File: src/btos_pkg.sv
package btos_pkg;
   // Register addresses
   localparam logic [7:0] ADDR_FRAMER_CTRL_4 = 8'h00;
   localparam logic [7:0] ADDR_OVH_SRC_CTRL = 8'h01;
   localparam logic [7:0] ADDR_ALIGN_OVH = 8'h02;
   localparam logic [7:0] ADDR_NONALIGN_OVH = 8'h03;
   localparam logic [7:0] ADDR_SI_ALIGN = 8'h04;
   localparam logic [7:0] ADDR_SI_NONALIGN = 8'h05;
   localparam logic [7:0] ADDR_RAI = 8'h06;
   localparam logic [7:0] ADDR_SPARE_BASE = 8'h07;
   localparam logic [7:0] ADDR_SPARE_LAST = 8'h0B;
   localparam logic [7:0] ADDR_LINE_MODE = 8'h0C;
   localparam logic [7:0] ADDR_RX_LINE = 8'h0D;
   localparam logic [7:0] ADDR_TX_LINE = 8'h0E;
   localparam logic [7:0] ADDR_STATUS = 8'h0F;

   // Reset values
   localparam logic [7:0] RST_ALIGN_OVH = 8'h1B;
   localparam logic [7:0] RST_NONALIGN_OVH = 8'h40;
   localparam logic [7:0] RST_ZERO = 8'h00;
   localparam logic [7:0] RST_ONES = 8'hFF;

   // Line modes
   localparam logic [1:0] MODE_E1 = 2'h1;
   localparam logic [1:0] MODE_2048K = 2'h2;
   localparam logic [1:0] MODE_6312K = 2'h3;

   // Frame geometry
   localparam int FRAME_BITS = 256;
   localparam int MF_FRAMES = 16;
   localparam logic [7:0] LAST_BIT = 8'hFF;
   localparam logic [3:0] LAST_FRAME = 4'hF;
   localparam logic [2:0] SMF_LAST_FRAME = 3'h7;
   localparam logic [7:0] POS_SI = 8'h00;
   localparam logic [7:0] POS_NA_FIXED = 8'h01;
   localparam logic [7:0] POS_RAI = 8'h02;
   localparam logic [7:0] POS_SA4 = 8'h03;
   localparam logic [7:0] POS_OVH_LAST = 8'h07;
   // Multiframe alignment word and E bits, indexed by frame
   localparam logic [15:0] MFAW_BITS = 16'h0455;

   // CRC-4 polynomial taps, x^4 + x + 1
   localparam logic [3:0] CRC_TAPS = 4'h3;

   typedef struct packed {
      logic [4:0] reserved;
      logic passthrough;
      logic si_source_select;
      logic crc4_enable;
   } btos_framer_ctrl_s;

   typedef struct packed {
      logic [4:0] spare_en;
      logic rai_en;
      logic si_nonalign_en;
      logic si_align_en;
   } btos_ovh_src_ctrl_s;

   typedef struct packed {
      logic [3:0] reserved;
      logic [1:0] tx_mode;
      logic [1:0] rx_mode;
   } btos_line_mode_s;

   typedef struct packed {
      logic [1:0] reserved;
      logic [2:0] build_out;
      logic [2:0] impedance;
   } btos_tx_line_s;
endpackage : btos_pkg

File: src/btos_crc4.sv
`timescale 1ns/1ns
`default_nettype none
module btos_crc4 (
   // Clock and reset
   input wire logic ref_clk_in,
   input wire logic srst_in,
   // Bit stream
   input wire logic bit_tick_in,
   input wire logic bit_in,
   input wire logic bit_is_crc_in,
   input wire logic block_end_in,
   // Remainder of last block
   output logic [3:0] crc_out
);
   logic [3:0] shift;
   logic [3:0] next_shift;
   logic fb;

   // C bit slots enter as zero
   always_comb begin
      fb = (bit_in & ~bit_is_crc_in) ^ shift[3];
      next_shift = {shift[2:0], 1'b0} ^ (fb ? btos_pkg::CRC_TAPS : 4'h0);
   end

   always_ff @(posedge ref_clk_in) begin
      if (srst_in) begin
         shift <= 4'h0;
         crc_out <= 4'h0;
      end else if (bit_tick_in) begin
         if (block_end_in) begin
            shift <= 4'h0;
            crc_out <= next_shift;
         end else begin
            shift <= next_shift;
         end
      end
   end
endmodule : btos_crc4
`default_nettype wire

File: src/btos_overhead_source.sv
// Notes on behaviour
// - FAS from serial under pass-through, else register
// - Align Si register wins when enabled
// - Else CRC-4 mode fills Si bits
// - Else Si select zero takes serial
// - Select one: serial if pass-through, else register
// - Non-align Si register first, then chain
// - Sa bits: register, serial, non-align register
// - Receive mode 10 selects 2048kHz
// - Transmit mode 10 selects 2048kHz
// - 2048kHz output is unframed all ones
// - Receive mode 11 selects 6312kHz
// - No 6312kHz transmit output
// - Frame registers sampled at align start
// - Per-bit registers sampled at multiframe start
//
// Added by the designer: the placing of the registers and the address-and-strobe port.
`timescale 1ns/1ns
`default_nettype none
module btos_overhead_source (
   // Clock and reset
   input wire logic ref_clk_in,
   input wire logic srst_in,
   // Register port
   input wire logic [7:0] reg_addr_in,
   input wire logic [7:0] reg_wdata_in,
   input wire logic reg_wr_in,
   input wire logic reg_rd_in,
   output logic [7:0] reg_rdata_out,
   // Serial payload
   input wire logic tx_bit_tick_in,
   input wire logic tx_serial_in,
   // Line side
   output logic tx_line_bit_out,
   output logic tx_line_valid_out,
   // Mode and line settings
   output logic rx_mode_2048_out,
   output logic rx_mode_6312_out,
   output logic tx_mode_2048_out,
   output logic [2:0] rx_impedance_select_out,
   output logic [2:0] tx_impedance_select_out,
   output logic [2:0] tx_build_out_select_out,
   // Status
   output logic tx_align_frame_flag_out,
   output logic tx_multiframe_flag_out
);
   btos_pkg::btos_framer_ctrl_s tx_framer_ctrl_4;
   btos_pkg::btos_ovh_src_ctrl_s tx_overhead_source_ctrl;
   btos_pkg::btos_line_mode_s line_mode_ctrl;
   btos_pkg::btos_tx_line_s tx_line_ctrl;
   logic [7:0] rx_line_ctrl;
   logic [7:0] tx_align_frame_overhead;
   logic [7:0] tx_nonalign_frame_overhead;
   logic [7:0] tx_si_align_reg;
   logic [7:0] tx_si_nonalign_reg;
   logic [7:0] tx_rai_reg;
   logic [7:0] tx_spare_bit_reg [5];
   logic [7:0] sh_align;
   logic [7:0] sh_nonalign;
   logic [7:0] sh_si_align;
   logic [7:0] sh_si_nonalign;
   logic [7:0] sh_rai;
   logic [7:0] sh_spare [5];
   logic [7:0] bit_idx;
   logic [3:0] frame_idx;
   logic tx_align_frame_flag;
   logic tx_multiframe_flag;
   logic [3:0] crc_val;
   logic next_bit;
   logic is_align;
   logic is_ovh;
   logic df_end;
   logic mf_end;
   logic smf_end;
   logic [2:0] pair_idx;
   logic status_rd;

   function automatic logic pick(input logic [7:0] val, input logic [2:0] idx);
      pick = val[3'h7 - idx];
   endfunction : pick

   assign is_align = ~frame_idx[0];
   assign is_ovh = bit_idx <= btos_pkg::POS_OVH_LAST;
   assign pair_idx = frame_idx[3:1];
   assign df_end = tx_bit_tick_in && bit_idx == btos_pkg::LAST_BIT && frame_idx[0];
   assign mf_end = df_end && frame_idx == btos_pkg::LAST_FRAME;
   assign smf_end = tx_bit_tick_in && bit_idx == btos_pkg::LAST_BIT
      && frame_idx[2:0] == btos_pkg::SMF_LAST_FRAME;
   assign status_rd = reg_rd_in && reg_addr_in == btos_pkg::ADDR_STATUS;

   // Software writes
   always_ff @(posedge ref_clk_in) begin
      if (srst_in) begin
         tx_framer_ctrl_4 <= '0;
         tx_overhead_source_ctrl <= '0;
         line_mode_ctrl <= '0;
         tx_line_ctrl <= '0;
         rx_line_ctrl <= btos_pkg::RST_ZERO;
         tx_align_frame_overhead <= btos_pkg::RST_ALIGN_OVH;
         tx_nonalign_frame_overhead <= btos_pkg::RST_NONALIGN_OVH;
         tx_si_align_reg <= btos_pkg::RST_ONES;
         tx_si_nonalign_reg <= btos_pkg::RST_ONES;
         tx_rai_reg <= btos_pkg::RST_ZERO;
         for (int i = 0; i < 5; i++) begin
            tx_spare_bit_reg[i] <= btos_pkg::RST_ONES;
         end
      end else if (reg_wr_in) begin
         case (reg_addr_in)
            btos_pkg::ADDR_FRAMER_CTRL_4: tx_framer_ctrl_4 <= {5'h00, reg_wdata_in[2:0]};
            btos_pkg::ADDR_OVH_SRC_CTRL: tx_overhead_source_ctrl <= reg_wdata_in;
            btos_pkg::ADDR_ALIGN_OVH: tx_align_frame_overhead <= reg_wdata_in;
            btos_pkg::ADDR_NONALIGN_OVH: tx_nonalign_frame_overhead <= reg_wdata_in;
            btos_pkg::ADDR_SI_ALIGN: tx_si_align_reg <= reg_wdata_in;
            btos_pkg::ADDR_SI_NONALIGN: tx_si_nonalign_reg <= reg_wdata_in;
            btos_pkg::ADDR_RAI: tx_rai_reg <= reg_wdata_in;
            btos_pkg::ADDR_LINE_MODE: line_mode_ctrl <= {4'h0, reg_wdata_in[3:0]};
            btos_pkg::ADDR_RX_LINE: rx_line_ctrl <= {5'h00, reg_wdata_in[2:0]};
            btos_pkg::ADDR_TX_LINE: tx_line_ctrl <= {2'h0, reg_wdata_in[5:0]};
            default: begin
               if (reg_addr_in >= btos_pkg::ADDR_SPARE_BASE
                     && reg_addr_in <= btos_pkg::ADDR_SPARE_LAST) begin
                  tx_spare_bit_reg[3'(reg_addr_in - btos_pkg::ADDR_SPARE_BASE)] <= reg_wdata_in;
               end
            end
         endcase
      end
   end

   // Read data, one cycle later
   always_ff @(posedge ref_clk_in) begin
      if (srst_in) begin
         reg_rdata_out <= 8'h00;
      end else if (reg_rd_in) begin
         case (reg_addr_in)
            btos_pkg::ADDR_FRAMER_CTRL_4: reg_rdata_out <= tx_framer_ctrl_4;
            btos_pkg::ADDR_OVH_SRC_CTRL: reg_rdata_out <= tx_overhead_source_ctrl;
            btos_pkg::ADDR_ALIGN_OVH: reg_rdata_out <= tx_align_frame_overhead;
            btos_pkg::ADDR_NONALIGN_OVH: reg_rdata_out <= tx_nonalign_frame_overhead;
            btos_pkg::ADDR_SI_ALIGN: reg_rdata_out <= tx_si_align_reg;
            btos_pkg::ADDR_SI_NONALIGN: reg_rdata_out <= tx_si_nonalign_reg;
            btos_pkg::ADDR_RAI: reg_rdata_out <= tx_rai_reg;
            btos_pkg::ADDR_LINE_MODE: reg_rdata_out <= line_mode_ctrl;
            btos_pkg::ADDR_RX_LINE: reg_rdata_out <= rx_line_ctrl;
            btos_pkg::ADDR_TX_LINE: reg_rdata_out <= tx_line_ctrl;
            btos_pkg::ADDR_STATUS: reg_rdata_out <= {6'h00, tx_multiframe_flag,
               tx_align_frame_flag};
            default: begin
               if (reg_addr_in >= btos_pkg::ADDR_SPARE_BASE
                     && reg_addr_in <= btos_pkg::ADDR_SPARE_LAST) begin
                  reg_rdata_out <= tx_spare_bit_reg[3'(reg_addr_in - btos_pkg::ADDR_SPARE_BASE)];
               end else begin
                  reg_rdata_out <= 8'h00;
               end
            end
         endcase
      end
   end

   // Bit and frame position
   always_ff @(posedge ref_clk_in) begin
      if (srst_in) begin
         bit_idx <= 8'h00;
         frame_idx <= 4'h0;
      end else if (tx_bit_tick_in) begin
         bit_idx <= bit_idx + 8'h01;
         if (bit_idx == btos_pkg::LAST_BIT) begin
            frame_idx <= frame_idx + 4'h1;
         end
      end
   end

   always_ff @(posedge ref_clk_in) begin
      if (srst_in) begin
         sh_align <= btos_pkg::RST_ALIGN_OVH;
         sh_nonalign <= btos_pkg::RST_NONALIGN_OVH;
      end else if (df_end) begin
         sh_align <= tx_align_frame_overhead;
         sh_nonalign <= tx_nonalign_frame_overhead;
      end
   end

   always_ff @(posedge ref_clk_in) begin
      if (srst_in) begin
         sh_si_align <= btos_pkg::RST_ONES;
         sh_si_nonalign <= btos_pkg::RST_ONES;
         sh_rai <= btos_pkg::RST_ZERO;
         for (int i = 0; i < 5; i++) begin
            sh_spare[i] <= btos_pkg::RST_ONES;
         end
      end else if (mf_end) begin
         sh_si_align <= tx_si_align_reg;
         sh_si_nonalign <= tx_si_nonalign_reg;
         sh_rai <= tx_rai_reg;
         for (int i = 0; i < 5; i++) begin
            sh_spare[i] <= tx_spare_bit_reg[i];
         end
      end
   end

   // Sticky flags, set wins over read clear
   always_ff @(posedge ref_clk_in) begin
      if (srst_in) begin
         tx_align_frame_flag <= 1'b0;
         tx_multiframe_flag <= 1'b0;
      end else begin
         tx_align_frame_flag <= df_end | (tx_align_frame_flag & ~status_rd);
         tx_multiframe_flag <= mf_end | (tx_multiframe_flag & ~status_rd);
      end
   end

   btos_crc4 u_crc4 (
      .ref_clk_in(ref_clk_in),
      .srst_in(srst_in),
      .bit_tick_in(tx_bit_tick_in),
      .bit_in(next_bit),
      .bit_is_crc_in(is_align && bit_idx == btos_pkg::POS_SI),
      .block_end_in(smf_end),
      .crc_out(crc_val)
   );

   always_comb begin
      next_bit = tx_serial_in;
      if (is_ovh) begin
         if (bit_idx == btos_pkg::POS_SI) begin
            if (is_align && tx_overhead_source_ctrl.si_align_en) begin
               next_bit = pick(sh_si_align, pair_idx);
            end else if (!is_align && tx_overhead_source_ctrl.si_nonalign_en) begin
               next_bit = pick(sh_si_nonalign, pair_idx);
            end else if (tx_framer_ctrl_4.crc4_enable) begin
               next_bit = is_align ? crc_val[2'h3 - frame_idx[2:1]] : mfaw_bit(frame_idx);
            end else if (!tx_framer_ctrl_4.si_source_select) begin
               next_bit = tx_serial_in;
            end else if (tx_framer_ctrl_4.passthrough) begin
               next_bit = tx_serial_in;
            end else begin
               next_bit = is_align ? sh_align[7] : sh_nonalign[7];
            end
         end else if (is_align || bit_idx == btos_pkg::POS_NA_FIXED) begin
            next_bit = tx_framer_ctrl_4.passthrough ? tx_serial_in
               : pick(is_align ? sh_align : sh_nonalign, bit_idx[2:0]);
         end else if (bit_idx == btos_pkg::POS_RAI && tx_overhead_source_ctrl.rai_en) begin
            next_bit = pick(sh_rai, pair_idx);
         end else if (bit_idx >= btos_pkg::POS_SA4
               && tx_overhead_source_ctrl.spare_en[3'(bit_idx - btos_pkg::POS_SA4)]) begin
            next_bit = pick(sh_spare[3'(bit_idx - btos_pkg::POS_SA4)], pair_idx);
         end else begin
            next_bit = tx_framer_ctrl_4.passthrough ? tx_serial_in
               : pick(sh_nonalign, bit_idx[2:0]);
         end
      end
   end

   function automatic logic mfaw_bit(input logic [3:0] f);
      mfaw_bit = btos_pkg::MFAW_BITS[4'hF - f];
   endfunction : mfaw_bit

   // Line output
   always_ff @(posedge ref_clk_in) begin
      if (srst_in) begin
         tx_line_bit_out <= 1'b0;
         tx_line_valid_out <= 1'b0;
      end else begin
         tx_line_valid_out <= 1'b0;
         if (tx_bit_tick_in) begin
            case (line_mode_ctrl.tx_mode)
               btos_pkg::MODE_E1: begin
                  tx_line_bit_out <= next_bit;
                  tx_line_valid_out <= 1'b1;
               end
               btos_pkg::MODE_2048K: begin
                  tx_line_bit_out <= 1'b1;
                  tx_line_valid_out <= 1'b1;
               end
               default: tx_line_bit_out <= 1'b0;
            endcase
         end
      end
   end

   assign rx_mode_2048_out = line_mode_ctrl.rx_mode == btos_pkg::MODE_2048K;
   assign rx_mode_6312_out = line_mode_ctrl.rx_mode == btos_pkg::MODE_6312K;
   assign tx_mode_2048_out = line_mode_ctrl.tx_mode == btos_pkg::MODE_2048K;
   assign rx_impedance_select_out = rx_line_ctrl[2:0];
   assign tx_impedance_select_out = tx_line_ctrl.impedance;
   assign tx_build_out_select_out = tx_line_ctrl.build_out;
   assign tx_align_frame_flag_out = tx_align_frame_flag;
   assign tx_multiframe_flag_out = tx_multiframe_flag;
endmodule : btos_overhead_source
`default_nettype wire

File: config.mk
export PLATFORM = sky130hd
export DESIGN_NAME = btos_overhead_source
export DESIGN_NICKNAME = d
export VERILOG_FILES = /design/src/btos_pkg.sv /design/src/btos_crc4.sv /design/src/btos_overhead_source.sv
export SDC_FILE = /design/constraint.sdc
export NUM_CORES = 1
export LEC_CHECK = 0
export BUFFER_PORTS_ARGS = -buffer_cell sky130_fd_sc_hd__buf_2
export CAP_MARGIN = 20
export CORE_MARGIN = 4
export CORE_UTILIZATION = 48
export CTS_CLUSTER_DIAMETER = 100
export DETAILED_ROUTE_END_ITERATION = 7
export PLACE_DENSITY = 0.69
export RECOVER_POWER = 25
export SLEW_MARGIN = 10
export SYNTH_ARGS = -nofsm -noshare
export SYNTH_HDL_FRONTEND = slang
export SYNTH_HIERARCHICAL = 1
export SYNTH_SLANG_ARGS = --single-unit
File: constraint.sdc
create_clock -name ref_clk_in -period 5.7 [get_ports ref_clk_in]
set_input_delay 1.71 -clock ref_clk_in [delete_from_list [all_inputs] [get_ports ref_clk_in]]
set_output_delay 1.71 -clock ref_clk_in [all_outputs]
set_load 0.02 [all_outputs]
==> impl_metrics.tcl <==
set metrics [dict create \
    drv_cap 1 \
    timing.rr.start "bit_idx[1]" \
    rr_endpoint "u_crc4/shift[0]" \
    cts_made_buffers 25 \
    syn_avg_cell_area_um2 11.2 \
    cts_resized 0 \
    place.gp.congestion 0.899 \
    drt_iter0_drc 771 \
    drcViolationCount 0 \
    grt.overflow.total 0 \
    antenna_found_initial 0 \
    largest_reg_flops 64 \
    cts_max_level 1 \
    path_class "input port to flop" \
    routedWlPerCell_um 21.3 \
    arrival_ns 5.16 \
    synth-seq-cells 240 \
    worstSetupStartpointType "input port" \
    syn2layout_area_growth_pct 9.72 \
    hold_end "sh_nonalign[5]" \
    clk_pin_slew_ns 0.06 \
    die_h_um 159 \
    clkLatencyLatePin_ns 0.52 \
    via_per_inst 5.98 \
    postRouteAntennaNets 0 \
    fp.coreArea_um2 22100 \
    clock_skew_ns 0.0101 \
    die_x_um 159 \
    syn_nets 1010 \
    violations "max-capacitance violations, max-slew violations" \
    synth_enable_flop_cells 104 \
    period_share_pct 83.6 \
    critPathTopFamily "buffers and inverters" \
    drt-total-wl_mm 27.3 \
    n_fill_cell 1905 \
    cts_tree "built" \
    hold_buffers 0 \
    ys_types 70 \
    diodes 0 \
    start_util_pct 49.3 \
    cts_root_buf "clkbuf_16" \
    synth_top_area_cell "edfxtp_1" \
    grt_max_degree 66 \
    critical_path_required_ns 6.10 \
    route.vias.total 7657 \
    grt_pass1_wl_mm 42.5 \
    tns_ns 0 \
    powerDensity_nw_per_um2 306 \
    synth_async_sr_flop_share_pct 0 \
    port_buffers 45 \
    cts.sinks 240 \
    setup_violations 0 \
    firstDrtPassIters 5 \
    outcome "complete, but fails checks" \
    die_area_um2 25200 \
    synth_cells 975 \
    tightest_slew_ns 2.92 \
    leakage_nw 4.01 \
    drv_slew 66 \
    slowest_stage "clkbuf_1" \
    worst_hold_path.num_cells 2 \
    netlist_area_um2 10900 \
    vdd_ir_drop_max_uv 235 \
    hold_viol 0 \
    final_cell_mix "dfxtp_1, nand2_1, edfxtp_1" \
    synthTopCellsByArea "edfxtp_1, dfxtp_1, mux4_2, mux2i_1, nand2_1" \
    track_usage_pct 21.9 \
    drive_gt1_share_pct 12.1 \
    endpoint_kind "flop" \
    final_util_pct 54.1 \
    maxSlewHeadroom_pct -94.8 \
    layout.cells.most_common "dfxtp_1" \
    yosysWarnings 6 \
    cts_buffer_depth 3 \
    worstHoldPathType "flop to flop" \
    seqCellArea_um2 5850 \
    io_pins 46 \
    holdCritStartpoint "sh_nonalign[5]" \
    synth_ff_type "dfxtp_1" \
    r2r_cells 13 \
    synth_top_area_share_pct 28.7 \
    nets 1018 \
    regToRegSetupSlack_ns 1.69 \
    multi_input_area_um2 4630 \
    seq_area_frac_synth_pct 53.7 \
    timing.final.crit_period_ns 4.77 \
    crit_chain "buf_4 > clkbuf_1 > nor2_1 > a22o_1" \
    path_buf_inv 2 \
    max_stage_delay_ns 2.10 \
    grt_pass1_vias 7271 \
    path_max_fanout 65 \
    rsz0062_at_grt "no" \
    fmax_mhz 210 \
    post-cts-setup-buffer-count 0 \
    dp_hpwl_mm 18.6 \
    row_count 54 \
]
[metal layers]
layer | global-route usage [%] | wire length, µm
met3 | 3.67 | 1960
met2 | 32.1 | 11800
met4 | 5.44 | 486
met5 | 0 | 0
met1 | 34.0 | 13000
[Yosys cell counts, drive strengths merged (5+ instances only)]
library cell	number
nor3	16
xor2	8
nand2b	30
mux2i	47
or2	11
nor2b	22
a211oi	5
o21ai	16
and2	5
a311oi	6
dfxtp	136
nand3b	12
edfxtp	104
nand2	110
a22oi	5
nor3b	5
clkbuf	52
buf	27
inv	12
o22a	16
a22o	11
a21oi	46
mux4	34
a222oi	10
nor2	73
a211o	17
a221oi	7
xnor2	7
nand3	10
and3	6
ha	13
or3	51
[report_power, final]
| group | total (mW) | internal (mW) | switching, mW |
|---|---|---|---|
| sequential | 1.85 | 1.83 | 0.0252 |
| clock | 1.55 | 0.893 | 0.659 |
| combinational | 0.256 | 0.0945 | 0.162 |
| total | 3.66 | 2.82 | 0.846 |
[final cells by class]
type,instances,area share [%]
sequential,240,48.9
multi-input combinational,643,38.8
clock buffer,35,5.80
tap,280,2.93
timing repair buffer,60,2.47
clock inverter,10,0.691
inverter,13,0.450
[logic make-up after synthesis]
kind of cell | Yosys count | share of synthesized area [%]
flops | 240 | 53.7
mux | 83 | 11.6
buf+inv | 92 | 3.78
compound gates | 170 | 11.3
fa+ha+maj | 13 | 1.49
simple gates | 362 | 17.0
xor+xnor | 15 | 1.21
[worst reg2reg max path, delay by kind of cell (launching register included)]
family / cells / cell delay (ns)
adder cells (fa/ha/maj): 1 / 0.73
AND/OR/NAND/NOR: 4 / 0.61
buffers and inverters: 1 / 0.14
XOR/XNOR: 1 / 0.22
multiplexers: 1 / 0.41
AO/OA/AOI/OAI: 5 / 1.06
flip-flops: 1 / 0.61
[worst max path at each step]
stage	startpoint	end	slack [ns]	depth (start not counted)
2_1_floorplan	reg_addr_in[0]	tx_spare_bit_reg[0][0]	1.23	8
5_1_grt	srst_in	sh_rai[2]	0.58	4
6_report	srst_in	sh_rai[7]	0.93	4
4_1_cts	tx_bit_tick_in	sh_spare[0][5]	1.39	9
3_3_place_gp	tx_bit_tick_in	sh_spare[1][4]	0.91	9
3_5_place_dp	tx_bit_tick_in	sh_spare[1][7]	0.86	9
[metrics by stage]
| stage | total power, mW | worst slack, ns | std cells | cell area, µm² | hold slack, ns |
|---|---|---|---|---|---|
| final | 3.66 | 0.933 | 1281 | 12000 | 0.455 |
| after global routing | 3.77 | 0.584 | 1281 | 12000 | 0.482 |
| after CTS | 3.68 | 1.39 | 1281 | 12000 | 0.455 |
| after detailed placement | 2.14 | 0.856 | 1236 | 11200 | 0.447 |
| after global placement | 2.14 | 0.908 | 1236 | 11200 | 0.442 |
| after floorplan | 2.06 | 1.23 | 975 | 10900 | 0.432 |
(Power assumes the default switching activity.)
